## src/logic/tick_pkg.sv

```systemverilog
// shared constants, register map and carrier types for the system tick counter
package tick_pkg;

  // data path widths
  localparam int DATA_W = 32;
  localparam int ADDR_W = 5;
  localparam int LANES = 4;
  localparam int LANE_W = 8;

  // register byte offsets
  localparam logic [ADDR_W-1:0] OFS_CONTROL = 5'h00;
  localparam logic [ADDR_W-1:0] OFS_STATUS = 5'h04;
  localparam logic [ADDR_W-1:0] OFS_COUNT = 5'h08;
  localparam logic [ADDR_W-1:0] OFS_COMPARE = 5'h10;
  localparam logic [ADDR_W-1:0] OFS_IRQ_STATUS = 5'h14;
  localparam logic [ADDR_W-1:0] OFS_IRQ_MASK = 5'h18;
  localparam logic [ADDR_W-1:0] OFS_DIRECTION = 5'h1C;

  // control register field positions
  localparam int CTL_SOFT_IRQ_BIT = 31;
  localparam int CTL_RELOAD_BIT = 3;
  localparam int CTL_TBSEL_BIT = 2;
  localparam int CTL_IRQ_EN_BIT = 1;
  localparam int CTL_ENABLE_BIT = 0;

  // status, interrupt and direction field positions
  localparam int STAT_MATCH_BIT = 0;
  localparam int IRQ_W = 2;
  localparam int IRQ_MATCH_BIT = 0;
  localparam int IRQ_SOFT_BIT = 1;
  localparam int DIR_DOWN_BIT = 0;

  // reset values and count step
  localparam logic [DATA_W-1:0] ZERO_WORD = 32'h0000_0000;
  localparam logic [DATA_W-1:0] COUNT_RST = 32'h0000_0000;
  localparam logic [DATA_W-1:0] COMPARE_RST = 32'h0000_0000;
  localparam logic [DATA_W-1:0] COUNT_STEP = 32'h0000_0001;
  localparam logic [IRQ_W-1:0] IRQ_RST = 2'h0;

  // slow time base divides the bus clock by eight
  localparam int PRESCALE_DIV = 8;
  localparam int PRESCALE_W = 3;
  localparam logic [PRESCALE_W-1:0] PRESCALE_LAST = 3'h7;
  localparam logic [PRESCALE_W-1:0] PRESCALE_ZERO = 3'h0;

  // control register contents
  typedef struct packed {
    logic soft_irq_request;
    logic auto_reload_enable;
    logic time_base_select;
    logic counter_irq_enable;
    logic counter_enable;
  } control_s;

  localparam control_s CONTROL_RST = '{default: 1'b0};

  // avalon-mm request from the master
  typedef struct packed {
    logic read;
    logic write;
    logic [ADDR_W-1:0] address;
    logic [LANES-1:0] byteenable;
    logic [DATA_W-1:0] writedata;
  } avs_req_s;

  // avalon-mm answer to the master
  typedef struct packed {
    logic [DATA_W-1:0] readdata;
    logic waitrequest;
  } avs_rsp_s;

  localparam avs_rsp_s AVS_RSP_RST = '{readdata: 32'h0000_0000, waitrequest: 1'b1};

  typedef logic [DATA_W-1:0] word_t;

endpackage : tick_pkg

```

## src/logic/core_system_tick_counter.sv

```systemverilog
// system tick counter with avalon-mm register slave and interrupt outputs
//
// Behaviour
// software interrupt stays asserted while its control bit is set; software clears it.
// with auto-reload, up count restarts from zero after reaching the compare value.
// without auto-reload, up count keeps incrementing past the compare value.
// without auto-reload, down count wraps from zero to all ones.
// time base select one uses bus clock, zero uses bus clock over eight.
// counter interrupt enable bit permits or suppresses the counter interrupt request.
// counter enable bit starts counting; clear holds the value; resets to zero.
// compare-match flag sets when up count reaches compare; else reads zero.
// writing zero clears the match flag, one leaves it; other status bits zero.
// count is 32 bits, read and write at offset 0x08, resets zero.
// compare is 32 bits, read and write, resets zero, used by match and reload.
// counter interrupt request is high while match flag and enable are both set.
// count steps by one per tick; a bus write overrides that cycle's step.
`timescale 1ns/100ps
module core_system_tick_counter (
  // clock and reset
  input wire logic clk,
  input wire logic rst,
  // avalon-mm slave
  input wire tick_pkg::avs_req_s avs_req,
  output tick_pkg::avs_rsp_s avs_rsp,
  // interrupt requests to the core
  output logic counter_irq,
  output logic software_interrupt,
  output logic irq
);
  import tick_pkg::*;

  // merge write data into an old word lane by lane
  function automatic word_t merge_lanes(input word_t old_w, input word_t new_w,
                                        input logic [LANES-1:0] be);
    word_t res;
    res = old_w;
    for (int i = 0; i < LANES; i++) begin
      if (be[i]) begin
        res[i*LANE_W +: LANE_W] = new_w[i*LANE_W +: LANE_W];
      end
    end
    return res;
  endfunction : merge_lanes

  // register state
  control_s control_q;
  control_s control_d;
  word_t count_q;
  word_t count_d;
  word_t compare_q;
  word_t compare_d;
  logic match_flag_q;
  logic match_flag_d;
  logic count_down_q;
  logic count_down_d;
  logic [IRQ_W-1:0] irq_status_q;
  logic [IRQ_W-1:0] irq_status_d;
  logic [IRQ_W-1:0] irq_mask_q;
  logic [IRQ_W-1:0] irq_mask_d;

  // bus answer and interrupt output state
  avs_rsp_s rsp_q;
  avs_rsp_s rsp_d;
  logic counter_irq_q;
  logic counter_irq_d;
  logic soft_irq_q;
  logic soft_irq_d;
  logic irq_q;
  logic irq_d;

  // decode and event wires
  logic access;
  logic accept;
  logic wr_en;
  logic sel_control;
  logic sel_status;
  logic sel_count;
  logic sel_compare;
  logic sel_irq_status;
  logic sel_irq_mask;
  logic sel_direction;
  logic tick;
  logic match_hit;
  logic match_clear;
  word_t control_word;
  word_t ctl_wr;
  word_t rd_mux;
  logic [IRQ_W-1:0] irq_event;
  logic [IRQ_W-1:0] irq_clear;

  // bus decode: waitrequest idles high and drops for the single accepting cycle
  assign access = avs_req.read || avs_req.write;
  assign accept = access && !rsp_q.waitrequest;
  assign wr_en = avs_req.write && accept;
  assign sel_control = (avs_req.address == OFS_CONTROL);
  assign sel_status = (avs_req.address == OFS_STATUS);
  assign sel_count = (avs_req.address == OFS_COUNT);
  assign sel_compare = (avs_req.address == OFS_COMPARE);
  assign sel_irq_status = (avs_req.address == OFS_IRQ_STATUS);
  assign sel_irq_mask = (avs_req.address == OFS_IRQ_MASK);
  assign sel_direction = (avs_req.address == OFS_DIRECTION);

  // control register seen as a bus word, reserved bits zero
  always_comb begin
    control_word = ZERO_WORD;
    control_word[CTL_SOFT_IRQ_BIT] = control_q.soft_irq_request;
    control_word[CTL_RELOAD_BIT] = control_q.auto_reload_enable;
    control_word[CTL_TBSEL_BIT] = control_q.time_base_select;
    control_word[CTL_IRQ_EN_BIT] = control_q.counter_irq_enable;
    control_word[CTL_ENABLE_BIT] = control_q.counter_enable;
  end

  // time base, held at rest while the counter is off
  // its tick is combinational, so clearing the enable stops the very next step
  tick_prescaler u_prescaler (
    .clk(clk),
    .rst(rst),
    .enable(control_q.counter_enable),
    .fast_select(control_q.time_base_select),
    .tick(tick)
  );

  // control and configuration registers
  // only the control bits that exist are stored; reserved bits are dropped on write
  always_comb begin
    control_d = control_q;
    compare_d = compare_q;
    count_down_d = count_down_q;
    irq_mask_d = irq_mask_q;
    ctl_wr = merge_lanes(control_word, avs_req.writedata, avs_req.byteenable);
    if (wr_en && sel_control) begin
      control_d.soft_irq_request = ctl_wr[CTL_SOFT_IRQ_BIT];
      control_d.auto_reload_enable = ctl_wr[CTL_RELOAD_BIT];
      control_d.time_base_select = ctl_wr[CTL_TBSEL_BIT];
      control_d.counter_irq_enable = ctl_wr[CTL_IRQ_EN_BIT];
      control_d.counter_enable = ctl_wr[CTL_ENABLE_BIT];
    end
    if (wr_en && sel_compare) begin
      compare_d = merge_lanes(compare_q, avs_req.writedata, avs_req.byteenable);
    end
    if (wr_en && sel_direction && avs_req.byteenable[0]) begin
      count_down_d = avs_req.writedata[DIR_DOWN_BIT];
    end
    if (wr_en && sel_irq_mask && avs_req.byteenable[0]) begin
      irq_mask_d = avs_req.writedata[IRQ_W-1:0];
    end
  end

  // configuration registers; reset leaves the counter off and every field zero
  always_ff @(posedge clk or posedge rst) begin
    if (rst) begin
      control_q <= CONTROL_RST;
      compare_q <= COMPARE_RST;
      count_down_q <= 1'b0;
      irq_mask_q <= IRQ_RST;
    end else begin
      control_q <= control_d;
      compare_q <= compare_d;
      count_down_q <= count_down_d;
      irq_mask_q <= irq_mask_d;
    end
  end

  // counter: steps only on a tick, and a bus write wins over the step
  // down counting never raises the match flag, even with auto-reload set
  // the match test uses the count before the step, so compare itself is reached
  always_comb begin
    count_d = count_q;
    match_hit = 1'b0;
    if (tick) begin
      if (count_down_q) begin
        // natural 32-bit wrap takes zero to all ones
        count_d = count_q - COUNT_STEP;
      end else if (count_q == compare_q) begin
        match_hit = 1'b1;
        if (control_q.auto_reload_enable) begin
          count_d = COUNT_RST;
        end else begin
          count_d = count_q + COUNT_STEP;
        end
      end else begin
        count_d = count_q + COUNT_STEP;
      end
    end
    if (wr_en && sel_count) begin
      count_d = merge_lanes(count_q, avs_req.writedata, avs_req.byteenable);
    end
  end

  // count register
  always_ff @(posedge clk or posedge rst) begin
    if (rst) begin
      count_q <= COUNT_RST;
    end else begin
      count_q <= count_d;
    end
  end

  // match flag: write zero clears, write one ignored, a new match wins over the clear
  assign match_clear = wr_en && sel_status && avs_req.byteenable[0] &&
                       !avs_req.writedata[STAT_MATCH_BIT];

  always_comb begin
    match_flag_d = match_hit || (match_flag_q && !match_clear);
  end

  // flag register, kept apart so its clear cannot disturb the count
  always_ff @(posedge clk or posedge rst) begin
    if (rst) begin
      match_flag_q <= 1'b0;
    end else begin
      match_flag_q <= match_flag_d;
    end
  end

  // sticky interrupt status, write one to clear, events win over the clear
  always_comb begin
    irq_event = IRQ_RST;
    irq_event[IRQ_MATCH_BIT] = match_hit;
    irq_event[IRQ_SOFT_BIT] = control_q.soft_irq_request;
    irq_clear = IRQ_RST;
    if (wr_en && sel_irq_status && avs_req.byteenable[0]) begin
      irq_clear = avs_req.writedata[IRQ_W-1:0];
    end
    irq_status_d = irq_event | (irq_status_q & ~irq_clear);
  end

  // interrupt status register
  always_ff @(posedge clk or posedge rst) begin
    if (rst) begin
      irq_status_q <= IRQ_RST;
    end else begin
      irq_status_q <= irq_status_d;
    end
  end

  // read mux; unmapped offsets read zero
  // decoding the raw address keeps misaligned offsets harmless: they miss every select
  always_comb begin
    rd_mux = ZERO_WORD;
    if (sel_control) begin
      rd_mux = control_word;
    end else if (sel_status) begin
      rd_mux[STAT_MATCH_BIT] = match_flag_q;
    end else if (sel_count) begin
      rd_mux = count_q;
    end else if (sel_compare) begin
      rd_mux = compare_q;
    end else if (sel_irq_status) begin
      rd_mux[IRQ_W-1:0] = irq_status_q;
    end else if (sel_irq_mask) begin
      rd_mux[IRQ_W-1:0] = irq_mask_q;
    end else if (sel_direction) begin
      rd_mux[DIR_DOWN_BIT] = count_down_q;
    end
  end

  // answer one cycle after the request shows; data is a snapshot of that first cycle
  // limitation: a count read is one cycle old when the master takes it
  always_comb begin
    rsp_d = rsp_q;
    rsp_d.waitrequest = !(access && rsp_q.waitrequest);
    rsp_d.readdata = ZERO_WORD;
    if (avs_req.read && rsp_q.waitrequest) begin
      rsp_d.readdata = rd_mux;
    end
  end

  // bus answer register; waitrequest comes up high out of reset
  always_ff @(posedge clk or posedge rst) begin
    if (rst) begin
      rsp_q <= AVS_RSP_RST;
    end else begin
      rsp_q <= rsp_d;
    end
  end

  // interrupt outputs from next-state values so they track their cause with one flop
  always_comb begin
    counter_irq_d = match_flag_d && control_d.counter_irq_enable;
    soft_irq_d = control_d.soft_irq_request;
    irq_d = |(irq_status_d & irq_mask_d);
  end

  // interrupt output registers
  always_ff @(posedge clk or posedge rst) begin
    if (rst) begin
      counter_irq_q <= 1'b0;
      soft_irq_q <= 1'b0;
      irq_q <= 1'b0;
    end else begin
      counter_irq_q <= counter_irq_d;
      soft_irq_q <= soft_irq_d;
      irq_q <= irq_d;
    end
  end

  // outputs straight from flops
  assign avs_rsp = rsp_q;
  assign counter_irq = counter_irq_q;
  assign software_interrupt = soft_irq_q;
  assign irq = irq_q;

endmodule : core_system_tick_counter

```

## src/logic/tick_prescaler.sv

```systemverilog
// time base generator: one tick per clock or one per eight clocks
`timescale 1ns/100ps
module tick_prescaler (
  // clock and reset
  input wire logic clk,
  input wire logic rst,
  // control
  input wire logic enable,
  input wire logic fast_select,
  // time base
  output logic tick
);
  import tick_pkg::*;

  logic [PRESCALE_W-1:0] div_q;
  logic [PRESCALE_W-1:0] div_d;

  // divider restarts whenever counting is off, so the first slow tick is eight clocks out
  always_comb begin
    div_d = div_q;
    if (!enable || fast_select) begin
      div_d = PRESCALE_ZERO;
    end else begin
      div_d = div_q + 3'h1;
    end
  end

  always_ff @(posedge clk or posedge rst) begin
    if (rst) begin
      div_q <= PRESCALE_ZERO;
    end else begin
      div_q <= div_d;
    end
  end

  // combinational so that clearing enable stops the very next step
  assign tick = enable && (fast_select || (div_q == PRESCALE_LAST));

endmodule : tick_prescaler
```

## config.mk

```make
export PLATFORM = sky130hd
export DESIGN_NAME = core_system_tick_counter
export DESIGN_NICKNAME = d
export VERILOG_FILES = /design/src/logic/tick_pkg.sv /design/src/logic/core_system_tick_counter.sv /design/src/logic/tick_prescaler.sv
export SDC_FILE = /design/constraint.sdc
export NUM_CORES = 1
export LEC_CHECK = 0
export ABC_CLOCK_PERIOD_IN_PS = 6390
export CORE_ASPECT_RATIO = 0.75
export CORE_MARGIN = 1
export CORE_UTILIZATION = 40
export CTS_BUF_LIST = sky130_fd_sc_hd__clkbuf_8
export DETAILED_ROUTE_END_ITERATION = 8
export DONT_BUFFER_PORTS = 1
export HOLD_SLACK_MARGIN = 0.06
export PLACE_DENSITY = 0.59
export SLEW_MARGIN = 10
export SYNTH_ARGS = -nofsm -noshare
export SYNTH_HDL_FRONTEND = slang
export SYNTH_SLANG_ARGS = --single-unit
```

## constraint.sdc

```tcl
create_clock -name clk -period 6.39 [get_ports clk]
set_input_delay 0.3195 -clock clk [delete_from_list [all_inputs] [get_ports clk]]
set_output_delay 0.3195 -clock clk [all_outputs]
set_load 0.02 [all_outputs]
```

==> results of run 1 <==
-- worst reg2reg max path, delay by kind of cell, from the launching register on --
kind            cells  cell delay (ns)
simple gates        3             1.94
flops               1             0.42
compound gates      3             0.88
-- synth_stat cells (3+ instances only) --
library cell	n
a222oi_1	3
nor2_1	66
a221oi_1	5
o2111ai_1	4
a31oi_1	13
o221ai_1	3
and2_1	6
nor4_1	15
nand2b_1	6
inv_1	9
nor2b_1	4
nand4_1	23
ha_1	4
o31ai_1	3
mux2_2	42
nand2_1	49
mux2i_1	5
or3_1	7
a21oi_1	18
o211ai_1	10
clkbuf_1	45
xor2_1	11
o22ai_1	6
a32oi_1	12
nor3b_1	4
nand3b_1	3
dfrtp_1	112
xnor2_1	40
nand3_1	25
and3_1	11
buf_2	12
and4_1	8
a22oi_1	36
o21ai_0	14
nor3_1	19
-- final timing paths --
| path | start | end | slack (ns) | depth (start not counted) |
|---|---|---|---|---|
| worst max-delay path | avs_rsp[0] | count_q[4] | 3.05 | 6 |
| worst min-delay path | avs_req[8] | count_q[8] | 0.08 | 2 |
| worst max register to register | avs_rsp[0] | count_q[4] | 3.05 | 6 |
| worst min register to register | u_prescaler.div_q[0] | u_prescaler.div_q[0] | 0.47 | 1 |
| max in group asynchronous | rst | count_q[22] | 4.69 | 3 |
| min in group asynchronous | rst | avs_rsp[7] | 0.44 | 2 |
-- sequential cells by signal, summed over array words and instances, names as in the netlist --
signal and cells:
count_q 32, u_prescaler.div_q 3, count_down_q 1, counter_irq 1, avs_rsp 33, match_flag_q 1, control_q 4, irq_mask_q 2
compare_q 32, irq 1, software_interrupt 1, irq_status_q 2
-- power breakdown --
group	switching [uW]	internal, uW
Sequential	114	771
Clock	322	433
Combinational	161	133
Total	597	1340
-- area by class of cell --
class,count,area [sq um],share of cell area [%]
Clock inverter,14,188,2.48
Tap cell,210,263,3.48
Clock buffer,18,248,3.28
Timing Repair Buffer,47,453,5.99
Sequential cell,113,2830,37.4
Multi-Input combinational cell,519,3540,46.9
Inverter,9,36.3,0.480
-- what timing repair did --
action / in CTS / in global routing
hold buffers: 40 / 0
setup buffers: 0 / 0
endpoints found under the hold margin: 121 / 0
-- logic make-up (layout without fill, tap and decap cells) --
logic type      count (synthesis)  after routing  share of synthesized area [%]
flops                         113            113                           42.5
fa+ha+maj                       4              4                          0.752
mux                            48             48                           8.19
buf+inv                        71             88                           4.45
compound gates                147            147                           15.8
xor+xnor                       51             51                           6.71
simple gates                  269            269                           21.6
-- metal layers --
metal / track usage [%] / vias up / routed length, um
met4: 8.40 / 0 / 345
li1: - / 2616 / -
met3: 8.44 / 30 / 2070
met2: 35.8 / 285 / 8890
met5: 0 / - / 0
met1: 38.8 / 2895 / 10100
-- metrics by stage --
stage | setup slack [ns] | area (sq um) | hold WS, ns
after detailed placement | 3.18 | 6720 | 0.352
after CTS | 3.15 | 7560 | 0.0626
after global placement | 3.23 | 6720 | 0.338
after global routing | 2.82 | 7560 | 0.0777
after floorplan | 3.08 | 6660 | 0.383
final | 3.05 | 7560 | 0.0833
==> results.json, run 1 <==
{
  "grt_pass1_wl_mm": 33.6,
  "io_buffer_count": 0,
  "fmax_mhz": 299,
  "mostFrequentLayoutCells": "dfrtp_1 (112), nor2_1 (65), nand2_1 (49)",
  "synth_area_leaders": "dfrtp_1 (42%), mux2_2 (7.1%), xnor2_1 (5.3%), a22oi_1 (4.1%), nor2_1 (3.7%)",
  "clock_tree.root_cell": "clkbuf_8",
  "ys_ff_latch": 113,
  "clock_path_buffers": 2,
  "rsz0062_at_grt": "false",
  "clock_latency_ns": 0.46,
  "netlist_instances": 703,
  "drive_above_1_share_pct": 13.5,
  "cpLargestDelayFamily": "simple AND/OR/NAND/NOR gates",
  "gp_congestion": 0.962,
  "final_cells": 930,
  "cts_made_buffers": 17,
  "layout_commonest_cell": "dfrtp_1",
  "maxSlewHeadroom_pct": 33.0,
  "tightestPinTransition_ns": 1.01,
  "syn_to_final_growth_pct": 13.5,
  "power.total_uw": 1930,
  "final.period_utilization_pct": 52.3,
  "critPathRequiredTime_ns": 6.76,
  "dp_cells": 858,
  "vdd_drop_max_mv": 0.128,
  "fp.dieW_um": 151,
  "antenna_found_initial": 0,
  "nets": 756,
  "antenna_cells": 0,
  "num_rows": 40,
  "period_needed_ns": 3.34,
  "synth_fp_nets": 752,
  "cts-htree-levels": 4,
  "start_util_pct": 41.2,
  "cp_slowest_cell": "and3_1",
  "maxCapViolations": 0,
  "synthArstFlopShare_pct": 100,
  "status": "finished clean",
  "dieHeight_um": 114,
  "ant_nets": 0,
  "cts_resized": 0,
  "synth-seq-area-share_pct": 42.5,
  "viasPerCell": 6.26,
  "ys.flop_type": "dfrtp_1",
  "fin_tns_setup_ns": 0,
  "worstPathArrival_ns": 3.71,
  "drv_slew": 0,
  "grt-ovfl-total": 0,
  "setup_viol": 0,
  "path_cells": "nor2b_1 -> and3_1 -> a21oi_1 -> nor3_1 -> o221ai_1 -> o211ai_1",
  "coreArea_sq_um": 16200,
  "syn_avg_cell_area_sq_um": 9.47,
  "grt_max_degree": 62,
  "power.density_nw_per_um2": 256,
  "clkTransAtPathRegs_ns": 0.08,
  "netlist_area_sq_um": 6660,
  "drtIter0Drc": 724,
  "synth-edff-count": 0,
  "drt_wl_total_mm": 21.4,
  "fill_cells": 1560,
  "dr.pass1.iters": 5,
  "fin_util_pct": 46.8,
  "critPathMaxStageDelay_ns": 0.95,
  "finalHoldViolCount": 0,
  "hp-class": "input port to register",
  "wl_per_cell_um": 23.0,
  "grt_use_total_pct": 26.3,
  "yosysTopAreaCellShare_pct": 42.1,
  "cp_num_buf_inv": 0,
  "numClockSinks": 113,
  "die_area_sq_um": 17200,
  "ios": 81,
  "dp_hpwl_mm": 14.6,
  "cts_tree": "built",
  "grt_pass1_vias": 5683,
  "cp_max_fo": 23,
  "fin_skew_ns": 0.0166,
  "power.leakage_uw": 0.00300,
  "vias": 5826,
  "crit_type": "register to register",
  "worst_setup_path_start_kind": "register",
  "yosys_warnings": 0,
  "end_kind": "register",
  "synth_cell_types": 71,
  "route.detailed.drc": 0,
  "yosysTopAreaCell": "dfrtp_1"
}
No activity file was read; power rests on OpenSTA's default activity.
==> inputs of run 2 (changes only) <==
--- a/config.mk
+++ b/config.mk
@@ -5,7 +5,8 @@
 export SDC_FILE = /design/constraint.sdc
 export NUM_CORES = 1
 export LEC_CHECK = 0
-export ABC_CLOCK_PERIOD_IN_PS = 6390
+export ABC_AREA = 1
+export ABC_CLOCK_PERIOD_IN_PS = 2800
 export CORE_ASPECT_RATIO = 0.75
 export CORE_MARGIN = 1
 export CORE_UTILIZATION = 40
@@ -13,7 +14,7 @@
 export DETAILED_ROUTE_END_ITERATION = 8
 export DONT_BUFFER_PORTS = 1
 export HOLD_SLACK_MARGIN = 0.06
-export PLACE_DENSITY = 0.59
+export PLACE_DENSITY = 0.61
 export SLEW_MARGIN = 10
 export SYNTH_ARGS = -nofsm -noshare
 export SYNTH_HDL_FRONTEND = slang
==> constraint.sdc (replaced) <==
create_clock -name clk -period 2.8 [get_ports clk]
set_input_delay 0.14 -clock clk [delete_from_list [all_inputs] [get_ports clk]]
set_output_delay 0.14 -clock clk [all_outputs]
set_load 0.02 [all_outputs]
==> results.json, run 2 <==
{
  "crit_path_end": "count_q[0]",
  "r2r_cells": 9,
  "ant_nets": 0,
  "netlist_area_sq_um": 7630,
  "maxCapViolations": 0,
  "syn_avg_cell_area_sq_um": 6.48,
  "synth_fp_nets": 1227,
  "netlist_instances": 1178,
  "drt_wl_total_mm": 25.9,
  "nets": 1259,
  "tightestPinTransition_ns": 0.793,
  "yosys_warnings": 0,
  "synthArstFlopShare_pct": 100,
  "fp.dieW_um": 162,
  "die_area_sq_um": 19600,
  "period_needed_ns": 2.64,
  "mostFrequentLayoutCells": "nand2_1 (421), inv_1 (134), dfrtp_1 (111)",
  "ios": 81,
  "drv_slew": 0,
  "num_rows": 43,
  "gp_congestion": 1.03,
  "p_comb_share_pct": 33.5,
  "syn_to_final_growth_pct": 14.7,
  "numClockSinks": 113,
  "ys_ff_latch": 113,
  "worst_setup_path_start_kind": "register",
  "grt_max_degree": 52,
  "intPower_uw": 3630,
  "setup_viol": 0,
  "r2r_slack_ns": 0.16,
  "fin_tns_setup_ns": 0,
  "startpoint": "avs_rsp[0]",
  "dieHeight_um": 122,
  "synth-seq-area-share_pct": 37.1,
  "power.leakage_uw": 0.00420,
  "hp-class": "input port to register",
  "vias": 7674,
  "viasPerCell": 5.22,
  "power.density_nw_per_um2": 702,
  "rsz0062_at_grt": "false",
  "reg2reg_from": "avs_rsp[0]",
  "fmax_mhz": 379,
  "synth_common_cells": "nand2_1 (421), inv_1 (135), dfrtp_1 (112), nor2_1 (106), o21ai_0 (82)",
  "clock_latency_ns": 0.46,
  "cp_max_fo": 17,
  "dp_hpwl_mm": 19.2,
  "clock_path_buffers": 2,
  "maxSlewHeadroom_pct": 47.1,
  "worstPathArrival_ns": 3.04,
  "fin_skew_ns": 0.0105,
  "drive_above_1_share_pct": 6.79,
  "grt_pass1_vias": 7181,
  "sequentialPowerShare_pct": 36.6,
  "clock_tree.root_cell": "clkbuf_8",
  "grt_pass1_wl_mm": 40.5,
  "io_buffer_count": 0,
  "largest_register_ffs": 33,
  "antenna_found_initial": 0,
  "rr_endpoint": "count_q[0]",
  "start_util_pct": 41.1,
  "ys.flop_type": "dfrtp_1",
  "crit_type": "register to register",
  "finalHoldViolCount": 0,
  "power.total_uw": 6140,
  "coreArea_sq_um": 18600,
  "p_sw_share_pct": 40.9,
  "cts_tree": "built",
  "critPathRequiredTime_ns": 3.20,
  "final.period_utilization_pct": 94.3,
  "yosysTopAreaCellShare_pct": 36.7,
  "placed_area_sq_um": 7810,
  "fill_cells": 1940,
  "dr.pass1.iters": 6,
  "drtIter0Drc": 856,
  "vdd_drop_max_mv": 0.290,
  "synth_cell_types": 36,
  "yosysTopAreaCell": "dfrtp_1",
  "synth-edff-count": 0,
  "layout_commonest_cell": "nand2_1",
  "grt-ovfl-total": 0,
  "wl_per_cell_um": 17.6,
  "status": "finished clean",
  "cts_made_buffers": 17,
  "cts-htree-levels": 4,
  "p_switching_uw": 2510,
  "end_kind": "register",
  "clkTransAtPathRegs_ns": 0.08,
  "antenna_cells": 0,
  "synth_area_leaders": "dfrtp_1 (37%), nand2_1 (21%), inv_1 (6.6%), o21ai_0 (5.4%), nor2_1 (5.2%)",
  "route.detailed.drc": 0,
  "finalInstanceArea_sq_um": 8750,
  "p_clk_share_pct": 29.8,
  "grt_use_total_pct": 27.3,
  "synth.most_common_cell": "nand2_1"
}
-- run 2: cell types whose count changed in the layout (fill, tap and decap cells not counted), sizes merged, moves of 13 or more --
cell	previous run	this run
nand4	23	9
inv	11	143
o21ai	16	92
xor2	11	29
buf	7	20
a22oi	36	0
nor4	16	0
xnor2	40	10
nand3	25	81
mux2	42	0
nor2	66	118
nand2	49	421
a21oi	18	64
-- run 2: worst max-delay path, cell delays in order, from the launching register on --
cell,delay [ns]
dfstp_2,0.61
nor2_1,0.09
inv_1,0.21
nor2_8,0.12
inv_2,0.31
nor2_2,0.10
nor2_2,0.31
a21oi_1,0.10
a21oi_1,0.16
dlygate4sd3_1,0.56
-- run 2: cell type report --
type | instances | area (sq um) | share of cell area (%)
Tap cell | 247 | 309 | 3.53
Inverter | 146 | 552 | 6.30
Multi-Input combinational cell | 866 | 3980 | 45.5
Clock inverter | 14 | 213 | 2.43
Clock buffer | 18 | 248 | 2.83
Timing Repair Buffer | 66 | 623 | 7.12
Sequential cell | 113 | 2830 | 32.3
-- run 2: worst min-delay path by stage --
stage,from,end,slack (ns),cells after the start
after detailed placement,rst,avs_rsp[8],0.12,1
after floorplan,avs_req[42],avs_rsp[0],0.20,1
after CTS,avs_req[38],match_flag_q,0.06,5
after global routing,avs_req[38],match_flag_q,0.13,5
after global placement,rst,avs_rsp[8],0.11,1
final,avs_req[33],count_q[11],0.1,4
-- run 2: kinds of logic (layout without fill, tap and decap cells) --
| kind of cell | Yosys count | in the layout | share of synthesized area (%) |
|---|---|---|---|
| AOI/OAI and AO/OA | 168 | 168 | 11.5 |
| DFF | 113 | 113 | 37.1 |
| adders and majority gates | 4 | 4 | 0.656 |
| xor gates and xnor gates | 39 | 39 | 4.48 |
| and+or+nand+nor | 654 | 655 | 35.4 |
| buffers and inverters | 200 | 244 | 10.9 |
-- run 2: through the flow --
stage / util, % / instances / setup slack, ns / hold WS (ns)
3_5_place_dp: 42.1 / 1389 / 0.380 / 0.116
2_1_floorplan: - / 1178 / 0.987 / 0.203
6_report: 47.2 / 1470 / 0.160 / 0.0959
5_1_grt: 47.2 / 1470 / 0.0122 / 0.133
4_1_cts: 47.0 / 1467 / 0.0961 / 0.0631
3_3_place_gp: 42.1 / 1389 / 0.366 / 0.114
-- run 2: layer usage --
metal | GRT usage, % | wire, um | part of all wire [%]
met1 | 41.6 | 12700 | 49
met2 | 38.4 | 10600 | 41
met3 | 5.75 | 2320 | 8.9
met4 | 7.67 | 357 | 1.4
met5 | 0 | 0 | 0
-- run 2: timing repair --
action | in CTS | in global routing
gates resized for setup | 0 | 1
setup endpoints to repair | 0 | 1
hold buffers | 46 | 0
endpoints found under the hold margin | 128 | 0
buffers inserted | 0 | 2
-- run 2: power by group through the flow --
stage / clock network, uW / registers [uW] / logic (uW)
floorplan: 0 / 1980 / 1690
global placement: 0 / 2260 / 1960
detailed placement: 0 / 2270 / 1960
CTS: 1870 / 2240 / 2030
global route: 1920 / 2290 / 2320
finish: 1830 / 2250 / 2060
